--- config.mk ---
export PLATFORM = sky130hd
export DESIGN_NAME = dual_interval_timer_toggle
export DESIGN_NICKNAME = d
export VERILOG_FILES = /design/src/hdl/dual_interval_timer_pkg.sv /design/src/hdl/dual_interval_timer_toggle.sv
export SDC_FILE = /design/constraint.sdc
export NUM_CORES = 1
export LEC_CHECK = 0
export BUFFER_PORTS_ARGS = -buffer_cell sky130_fd_sc_hd__buf_4
export CORE_MARGIN = 5
export CORE_UTILIZATION = 40
export DETAILED_ROUTE_END_ITERATION = 16
export MAX_ROUTING_LAYER = met4
export PLACE_DENSITY = 0.7
export SYNTH_ARGS = -nofsm -noshare
export SYNTH_HDL_FRONTEND = slang
export SYNTH_SLANG_ARGS = --single-unit
--- constraint.sdc ---
create_clock -name aclk -period 4.3 [get_ports aclk]
set_input_delay 0.645 -clock aclk [delete_from_list [all_inputs] [get_ports aclk]]
set_output_delay 0.645 -clock aclk [all_outputs]
set_load 0.01 [all_outputs]
--- src/hdl/dual_interval_timer_pkg.sv ---
// Purpose: Constants for the dual interval timer with toggle outputs
// Assumes: 32-bit AXI4-Lite, one word per register, byte address = 4 * index
// Notes: Indices are kept as printed; the byte address is derived from each

package dual_interval_timer_pkg;

  // ----------------------------------------
  // Bus geometry
  // ----------------------------------------
  localparam int ADDR_W = 20;
  localparam int DATA_W = 32;
  localparam int NUM_TIMERS = 2;

  // ----------------------------------------
  // Register indices and byte addresses
  // ----------------------------------------
  localparam logic [15:0] IDX_PORT_FN = 16'hfe4f;
  localparam logic [15:0] IDX_CTRL = 16'hfe78;
  localparam logic [15:0] IDX_PERIOD0 = 16'hfe7a;
  localparam logic [15:0] IDX_PERIOD1 = 16'hfe7b;
  localparam logic [15:0] IDX_EVT_STATUS = 16'hfe80;
  localparam logic [15:0] IDX_EVT_MASK = 16'hfe81;
  localparam logic [15:0] IDX_PIN_CTL = 16'hfe82;

  localparam logic [ADDR_W-1:0] ADDR_PORT_FN = {2'h0, IDX_PORT_FN, 2'h0};
  localparam logic [ADDR_W-1:0] ADDR_CTRL = {2'h0, IDX_CTRL, 2'h0};
  localparam logic [ADDR_W-1:0] ADDR_PERIOD0 = {2'h0, IDX_PERIOD0, 2'h0};
  localparam logic [ADDR_W-1:0] ADDR_PERIOD1 = {2'h0, IDX_PERIOD1, 2'h0};
  localparam logic [ADDR_W-1:0] ADDR_EVT_STATUS = {2'h0, IDX_EVT_STATUS, 2'h0};
  localparam logic [ADDR_W-1:0] ADDR_EVT_MASK = {2'h0, IDX_EVT_MASK, 2'h0};
  localparam logic [ADDR_W-1:0] ADDR_PIN_CTL = {2'h0, IDX_PIN_CTL, 2'h0};

  // ----------------------------------------
  // Field positions (timer i adds 2*i in ctrl, i in port_fn and pin_ctl)
  // ----------------------------------------
  localparam int IE_BIT = 0;
  localparam int OV_BIT = 1;
  localparam int CS_LSB = 4;
  localparam int TOG_EN_LSB = 6;
  localparam int LATCH_LSB = 0;
  localparam int DIR_LSB = 2;

  // ----------------------------------------
  // Reset values and encodings
  // ----------------------------------------
  localparam logic [7:0] REG_RESET = 8'h00;
  localparam logic [1:0] CS_STOP = 2'h0;
  localparam logic [1:0] CS_DIV4 = 2'h1;
  localparam logic [1:0] CS_DIV16 = 2'h2;
  localparam logic [1:0] CS_DIV64 = 2'h3;
  localparam logic [1:0] RESP_OKAY = 2'h0;
  localparam logic [1:0] RESP_SLVERR = 2'h2;

endpackage

--- src/hdl/dual_interval_timer_toggle.sv ---
// Purpose: Two 8-bit interval timers with prescalers, flags and pin toggles
// Assumes: AXI4-Lite slave, 100 MHz aclk, synchronous active-low reset
// Notes: Only the low byte of each register word is used
//
// Register access over AXI4-Lite was left to the implementer.

`timescale 1ns/10ps

// How it works
// - First clock select 00 holds timer reset; 01/10/11 count per 4/16/64 clocks.
// - Second clock select uses the same encoding in bits 6 and 7.
// - First counter steps on prescaler ticks, wraps after matching period, sets flag.
// - Second counter steps on its ticks, wraps after matching period, sets flag.
// - First counter sits at zero while its select is 00, otherwise counts.
// - Second counter sits at zero while its select is 00, otherwise counts.
// - Writing first period while running clears prescaler and counter.
// - Writing second period while running clears prescaler and counter.
// - First period is (period value + 1) times 4, 16 or 64 clocks.
// - Second period is (period value + 1) times 4, 16 or 64 clocks.
// - First overflow flag set each period by hardware, cleared only by software.
// - Second overflow flag set each period by hardware, cleared only by software.
// - First enable and first flag both high request the shared timer interrupt.
// - Second enable and second flag both high request the shared timer interrupt.
// - First pin in output mode drives latch, or latch OR toggle when enabled.
// - Second pin in output mode drives latch, or latch OR toggle when enabled.
module dual_interval_timer_toggle (
  // Clock and reset
  input wire logic aclk,
  input wire logic aresetn,
  // Write address channel
  input wire logic awvalid,
  output logic awready,
  input wire logic [dual_interval_timer_pkg::ADDR_W-1:0] awaddr,
  // Write data channel
  input wire logic wvalid,
  output logic wready,
  input wire logic [dual_interval_timer_pkg::DATA_W-1:0] wdata,
  input wire logic [3:0] wstrb,
  // Write response channel
  output logic bvalid,
  input wire logic bready,
  output logic [1:0] bresp,
  // Read address channel
  input wire logic arvalid,
  output logic arready,
  input wire logic [dual_interval_timer_pkg::ADDR_W-1:0] araddr,
  // Read data channel
  output logic rvalid,
  input wire logic rready,
  output logic [dual_interval_timer_pkg::DATA_W-1:0] rdata,
  output logic [1:0] rresp,
  // First toggle pin
  input wire logic first_toggle_pin_in,
  output logic first_toggle_pin_out,
  output logic first_toggle_pin_oe,
  // Second toggle pin
  input wire logic second_toggle_pin_in,
  output logic second_toggle_pin_out,
  output logic second_toggle_pin_oe,
  // Interrupts
  output logic timer_irq,
  output logic event_irq
);
  import dual_interval_timer_pkg::*;

  // ----------------------------------------
  // State
  // ----------------------------------------
  typedef struct packed {
    logic [7:0] ctrl;
    logic [NUM_TIMERS-1:0][7:0] period;
    logic [7:0] port_fn;
    logic [3:0] pin_ctl;
    logic [NUM_TIMERS-1:0][5:0] pre;
    logic [NUM_TIMERS-1:0][7:0] cnt;
    logic [NUM_TIMERS-1:0] tog;
    logic [NUM_TIMERS-1:0] evt_status;
    logic [NUM_TIMERS-1:0] evt_mask;
    logic timer_irq;
    logic event_irq;
    logic [NUM_TIMERS-1:0] pin_out;
    logic [NUM_TIMERS-1:0] pin_oe;
    logic [NUM_TIMERS-1:0] pin_meta;
    logic [NUM_TIMERS-1:0] pin_sync;
    logic aw_held;
    logic w_held;
    logic awready;
    logic wready;
    logic bvalid;
    logic [1:0] bresp;
    logic [ADDR_W-1:0] waddr;
    logic [7:0] wbyte;
    logic wlane;
    logic arready;
    logic rvalid;
    logic [1:0] rresp;
    logic [7:0] rbyte;
  } state_t;

  localparam state_t STATE_RESET = '0;

  state_t q;
  state_t d;

  // ----------------------------------------
  // Helpers
  // ----------------------------------------
  function automatic logic [1:0] sel_of(logic [7:0] ctrl, int i);
    return ctrl[CS_LSB+2*i +: 2];
  endfunction

  function automatic logic pre_tick(logic [1:0] cs, logic [5:0] pre);
    logic t;
    t = 1'b0;
    case (cs)
      CS_DIV4: t = &pre[1:0];
      CS_DIV16: t = &pre[3:0];
      CS_DIV64: t = &pre[5:0];
      default: t = 1'b0;
    endcase
    return t;
  endfunction

  function automatic logic mapped(logic [ADDR_W-1:0] a);
    return a == ADDR_PORT_FN || a == ADDR_CTRL || a == ADDR_PERIOD0 ||
      a == ADDR_PERIOD1 || a == ADDR_EVT_STATUS || a == ADDR_EVT_MASK ||
      a == ADDR_PIN_CTL;
  endfunction

  logic wr_fire;
  logic wr_en;
  logic rd_fire;
  logic ctrl_wr;
  logic [NUM_TIMERS-1:0] period_wr;
  logic [NUM_TIMERS-1:0] running;
  logic [NUM_TIMERS-1:0] tick;
  logic [NUM_TIMERS-1:0] wrap_ev;

  assign wr_fire = q.aw_held && q.w_held && !q.bvalid;
  assign wr_en = wr_fire && q.wlane;
  assign rd_fire = arvalid && q.arready;
  assign ctrl_wr = wr_en && q.waddr == ADDR_CTRL;
  assign period_wr[0] = wr_en && q.waddr == ADDR_PERIOD0;
  assign period_wr[1] = wr_en && q.waddr == ADDR_PERIOD1;

  always_comb begin
    for (int i = 0; i < NUM_TIMERS; i++) begin
      running[i] = sel_of(q.ctrl, i) != CS_STOP;
      tick[i] = pre_tick(sel_of(q.ctrl, i), q.pre[i]);
      wrap_ev[i] = running[i] && !period_wr[i] && tick[i] &&
        q.cnt[i] == q.period[i];
    end
  end

  // ----------------------------------------
  // Next state
  // ----------------------------------------
  always_comb begin
    d = q;

    // Write channels, taken in either order
    if (awvalid && q.awready) begin
      d.aw_held = 1'b1;
      d.waddr = awaddr;
    end
    if (wvalid && q.wready) begin
      d.w_held = 1'b1;
      d.wbyte = wdata[7:0];
      d.wlane = wstrb[0];
    end
    if (q.bvalid && bready) begin
      d.bvalid = 1'b0;
      d.aw_held = 1'b0;
      d.w_held = 1'b0;
    end
    if (wr_fire) begin
      d.bvalid = 1'b1;
      d.bresp = mapped(q.waddr) ? RESP_OKAY : RESP_SLVERR;
    end

    // Plain register writes
    if (wr_en && q.waddr == ADDR_PORT_FN) begin
      d.port_fn = q.wbyte;
    end
    if (wr_en && q.waddr == ADDR_EVT_MASK) begin
      d.evt_mask = q.wbyte[NUM_TIMERS-1:0];
    end
    if (wr_en && q.waddr == ADDR_PIN_CTL) begin
      d.pin_ctl = q.wbyte[3:0];
    end
    if (ctrl_wr) begin
      d.ctrl = q.wbyte;
    end

    // Timers
    for (int i = 0; i < NUM_TIMERS; i++) begin
      if (period_wr[i]) begin
        d.period[i] = q.wbyte;
      end
      if (!running[i]) begin
        d.pre[i] = '0;
        d.cnt[i] = '0;
        d.tog[i] = 1'b0;
      end else if (period_wr[i]) begin
        d.pre[i] = '0;
        d.cnt[i] = '0;
      end else begin
        d.pre[i] = 6'(q.pre[i] + 6'h01);
        if (wrap_ev[i]) begin
          d.cnt[i] = '0;
          d.tog[i] = !q.tog[i];
        end else if (tick[i]) begin
          d.cnt[i] = 8'(q.cnt[i] + 8'h01);
        end
      end
      // Hardware set wins over a clearing write
      d.ctrl[OV_BIT+2*i] = d.ctrl[OV_BIT+2*i] | wrap_ev[i];
    end

    // Event status, cleared by reading it
    if (rd_fire && araddr == ADDR_EVT_STATUS) begin
      d.evt_status = '0;
    end
    d.evt_status = d.evt_status | wrap_ev;

    // Read channel
    if (q.rvalid && rready) begin
      d.rvalid = 1'b0;
    end
    if (rd_fire) begin
      d.rvalid = 1'b1;
      d.rresp = mapped(araddr) ? RESP_OKAY : RESP_SLVERR;
      case (araddr)
        ADDR_PORT_FN: d.rbyte = q.port_fn;
        ADDR_CTRL: d.rbyte = q.ctrl;
        ADDR_PERIOD0: d.rbyte = q.period[0];
        ADDR_PERIOD1: d.rbyte = q.period[1];
        ADDR_EVT_STATUS: d.rbyte = {6'h00, q.evt_status};
        ADDR_EVT_MASK: d.rbyte = {6'h00, q.evt_mask};
        ADDR_PIN_CTL: d.rbyte = {2'h0, q.pin_sync, q.pin_ctl};
        default: d.rbyte = REG_RESET;
      endcase
    end

    // Ready flags
    d.awready = !d.aw_held && !d.bvalid;
    d.wready = !d.w_held && !d.bvalid;
    d.arready = !d.rvalid;

    // Interrupts
    d.timer_irq = (d.ctrl[IE_BIT] && d.ctrl[OV_BIT]) ||
      (d.ctrl[IE_BIT+2] && d.ctrl[OV_BIT+2]);
    d.event_irq = |(d.evt_status & d.evt_mask);

    // Pins
    d.pin_meta = {second_toggle_pin_in, first_toggle_pin_in};
    d.pin_sync = q.pin_meta;
    for (int i = 0; i < NUM_TIMERS; i++) begin
      d.pin_oe[i] = d.pin_ctl[DIR_LSB+i];
      d.pin_out[i] = d.pin_ctl[LATCH_LSB+i] |
        (d.port_fn[TOG_EN_LSB+i] & d.tog[i]);
    end
  end

  // ----------------------------------------
  // Registers
  // ----------------------------------------
  always_ff @(posedge aclk) begin
    if (!aresetn) begin
      q <= STATE_RESET;
    end else begin
      q <= d;
    end
  end

  assign awready = q.awready;
  assign wready = q.wready;
  assign bvalid = q.bvalid;
  assign bresp = q.bresp;
  assign arready = q.arready;
  assign rvalid = q.rvalid;
  assign rresp = q.rresp;
  assign rdata = {24'h000000, q.rbyte};
  assign first_toggle_pin_out = q.pin_out[0];
  assign first_toggle_pin_oe = q.pin_oe[0];
  assign second_toggle_pin_out = q.pin_out[1];
  assign second_toggle_pin_oe = q.pin_oe[1];
  assign timer_irq = q.timer_irq;
  assign event_irq = q.event_irq;
endmodule // dual_interval_timer_toggle

==> metrics.json <==
{
  "outcome": {
    "run_status": "finished clean"
  },
  "place": {
    "gp_routability_congestion": 0.9001,
    "pre_cts_slack_ns": 1.822,
    "place_hpwl_microns": 10210,
    "port-buffer-count": 78
  },
  "route": {
    "num_vias": 4791,
    "firstDrtPassIters": 6,
    "drt.antenna.violating_nets": 0,
    "detail_route.vias_per_cell": 5.174,
    "route.detailed.wl_per_inst_microns": 15.16,
    "wirelength_microns": 14040,
    "drc": 0,
    "first_iter_violations": 375
  },
  "power_and_ir_drop": {
    "power.leakage_nw": 2.801,
    "total_power_mw": 2.719,
    "power_density_nw_per_um2": 383.5,
    "worst_vdd_ir_v": 0.0002785
  },
  "yosys": {
    "ys.flop_type": "sky130_fd_sc_hd__dfxtp_1",
    "synth.cell_area_sq_um": 5981,
    "async_reset_ff_share_pct": 0,
    "synthTopCellsByArea": "sky130_fd_sc_hd__dfxtp_1 42%, sky130_fd_sc_hd__mux2i_1 7.0%, sky130_fd_sc_hd__nand2_1 5.6%, sky130_fd_sc_hd__nor2_1 5.0%, sky130_fd_sc_hd__buf_4 4.9%",
    "synth.ff_latch_count": 124,
    "synth_enable_flop_cells": 0,
    "synth_top_cell_area_share_pct": 41.51,
    "yosys.cell_count.top_type": "sky130_fd_sc_hd__dfxtp_1",
    "synth_common_cells": "124 x sky130_fd_sc_hd__dfxtp_1, 89 x sky130_fd_sc_hd__nand2_1, 80 x sky130_fd_sc_hd__nor2_1",
    "post_synth_inst_count": 667,
    "seq_area_frac_synth_pct": 41.51,
    "synth_cell_types": 72,
    "yosysWarnings": 0,
    "syn_avg_cell_area_sq_um": 8.967,
    "synth_top_cell_by_area": "sky130_fd_sc_hd__dfxtp_1"
  },
  "floorplan": {
    "floorplan.io_pins": 132,
    "core_footprint_sq_um": 14590,
    "floorplan.die.height_microns": 132.3,
    "dieWidth_microns": 132.3,
    "core.rowCount": 44,
    "start_util_pct": 40.99,
    "design.die.area_sq_um": 17500
  },
  "grt": {
    "pin_count_of_the_biggest_net_entering_global_routing": 52,
    "overflow": 0,
    "grt_use_total_pct": 16.47,
    "grt_pass1_vias": 4610,
    "antenna_found_initial": 0,
    "first_pass_grt_wire_length_microns": 23190
  },
  "critical_path": {
    "worstPathMaxFanout": 13,
    "timing.critical_path.from_type": "register",
    "crit_path_end_kind": "register",
    "worstPathCellList": "nand4b_2 -> nor4_4 -> and3_1 -> mux2i_1 -> o32ai_2",
    "timing_worst_setup_path_type": "reg -> reg",
    "worst_r2r_startpoint": "bvalid$_SDFF_PN0_",
    "slowest_stage_delay_on_critical_path_ns": 0.68,
    "critPathArrivalTime_ns": 2.77,
    "critical_path.startpoint": "bvalid$_SDFF_PN0_",
    "timing.reg2reg.setup_slack_ns": 1.78,
    "cpMaxStageDelayCell": "sky130_fd_sc_hd__nor4_4",
    "worstPathRequired_ns": 4.55
  },
  "sta": {
    "min_period_over_period_pct": 58.51,
    "totalNegativeSetupSlack_ns": 0,
    "max_slew_margin_pct": 34.79,
    "post_layout_worst_setup_margin_ns": 1.784,
    "finClkSkew_ns": 0.006676,
    "tightestPinTransition_ns": 0.9776,
    "hold_viol": 0,
    "setup_viol": 0,
    "clock.fmax_mhz": 397.4,
    "whs_ns": 0.4366,
    "drv_slew": 0,
    "unrepaired_setup_endpoints_after_global_routing": "no",
    "final_critical_delay_including_setup_and_external_delays_ns": 2.516
  },
  "job": {
    "maxCapViolCount": 0
  },
  "final_layout": {
    "num_antenna_cells": 0,
    "syn2layout_area_growth_pct": 18.54,
    "largest_register": "q",
    "max_reg_flops": 103,
    "final_core_util_pct": 48.59,
    "fillers": 1393,
    "fin_nets": 821,
    "layout-drive-gt1-share_pct": 18.87
  },
  "min_path": {
    "timing.hold.worst.class": "reg -> reg",
    "hp-start": "d[48]$_SDFF_PN0_"
  },
  "clock_tree": {
    "post_cts.resized_instances": 0,
    "clock_input_transition_at_the_sequential_cells_of_the_worst_setup_and_hold_paths_ns": 0.05,
    "worstSkewPairLatency_ns": 0.41,
    "cts_hold_repair.buffers": 0,
    "root_buffer_cell": "sky130_fd_sc_hd__clkbuf_16",
    "numCtsBuffers": 17,
    "cts_tree": "yes",
    "htree_num_levels": 4,
    "clk_path_buf_depth": 2,
    "cts_post_setup_buffers_inserted": 0,
    "clock_sink_count": 124
  }
}
==> critical path, delay by kind of cell (launching register included) <==
family	cells	cell delay, ns
and+or+nand+nor	3	1.55
DFF	1	0.36
muxes	1	0.33
AOI/OAI and AO/OA	1	0.11
==> layout make-up <==
class	instances	area [sq um]	area share, %
clock buffers	22	474.2	6.689
clock inverters	7	91.34	1.288
inverters	17	63.81	0.9001
multi-input cells	493	3154	44.49
flip-flops and latches	124	2482	35.02
well taps	184	230.2	3.247
repair buffers	79	593.1	8.366
==> worst paths after layout <==
kind,end,cells past startpoint
worst max-delay path,timer_irq$_SDFF_PN0_,5
worst min-delay path,q[48]$_SDFF_PN0_,1
worst max register to register,timer_irq$_SDFF_PN0_,5
worst min register to register,q[48]$_SDFF_PN0_,1
==> power breakdown <==
| group | switching (mW) | internal [mW] | total [mW] |
|---|---|---|---|
| Sequential | 0.0238 | 1.17 | 1.19 |
| Combinational | 0.0821 | 0.0664 | 0.148 |
| Clock | 0.489 | 0.886 | 1.38 |
| Total | 0.595 | 2.12 | 2.72 |
==> routing by layer <==
| metal | part of all wire, % | vias to the layer above | track usage [%] | routed length [microns] |
|---|---|---|---|---|
| met2 | 46 | 138 | 24.99 | 6406 |
| met1 | 48 | 2249 | 22.16 | 6677 |
| li1 | - | 2388 | - | - |
| met4 | 1.2 | 0 | 4.468 | 171 |
| met5 | 0 | - | - | 0 |
| met3 | 5.6 | 16 | 3.779 | 785 |
==> cells in the final DEF (no fill, tap or decap), types with 6 or more instances in the layout <==
cell                          n
sky130_fd_sc_hd__dfxtp_1    124
sky130_fd_sc_hd__nand2_1     89
sky130_fd_sc_hd__nor2_1      80
sky130_fd_sc_hd__buf_4       79
sky130_fd_sc_hd__mux2i_1     42
sky130_fd_sc_hd__a21oi_1     38
sky130_fd_sc_hd__xnor2_1     33
sky130_fd_sc_hd__conb_1      26
sky130_fd_sc_hd__nand3_1     17
sky130_fd_sc_hd__clkbuf_16   17
sky130_fd_sc_hd__inv_1       16
sky130_fd_sc_hd__nor3_1      16
sky130_fd_sc_hd__o21ai_1     13
sky130_fd_sc_hd__and2_1      12
sky130_fd_sc_hd__nand4_1      8
sky130_fd_sc_hd__and3_1       8
sky130_fd_sc_hd__o21ai_0      7
sky130_fd_sc_hd__and4_1       7
sky130_fd_sc_hd__nor4_1       6
sky130_fd_sc_hd__a31oi_1      6
sky130_fd_sc_hd__a22oi_1      6
sky130_fd_sc_hd__xor2_1       6
==> logic make-up (layout without fill, tap and decap cells) <==
kind of cell	count (synthesis)	after routing	synth area share, %
AND/OR/NAND/NOR	283	283	25.65
flip-flops	124	124	41.51
AO/OA/AOI/OAI	97	97	11.51
buffers and inverters	75	125	7.322
multiplexers	44	44	7.406
XOR/XNOR	39	39	5.711
adder cells (fa/ha/maj)	4	4	0.8369
other	1	26	0.06270
==> metrics by stage <==
step / cell area, sq um / instances
3_3_place_gp: 6524 / 897
6_report: 7089 / 926
3_5_place_dp: 6524 / 897
4_1_cts: 7089 / 926
5_1_grt: 7089 / 926
2_1_floorplan: 6075 / 692
(Power assumes the default switching activity.)
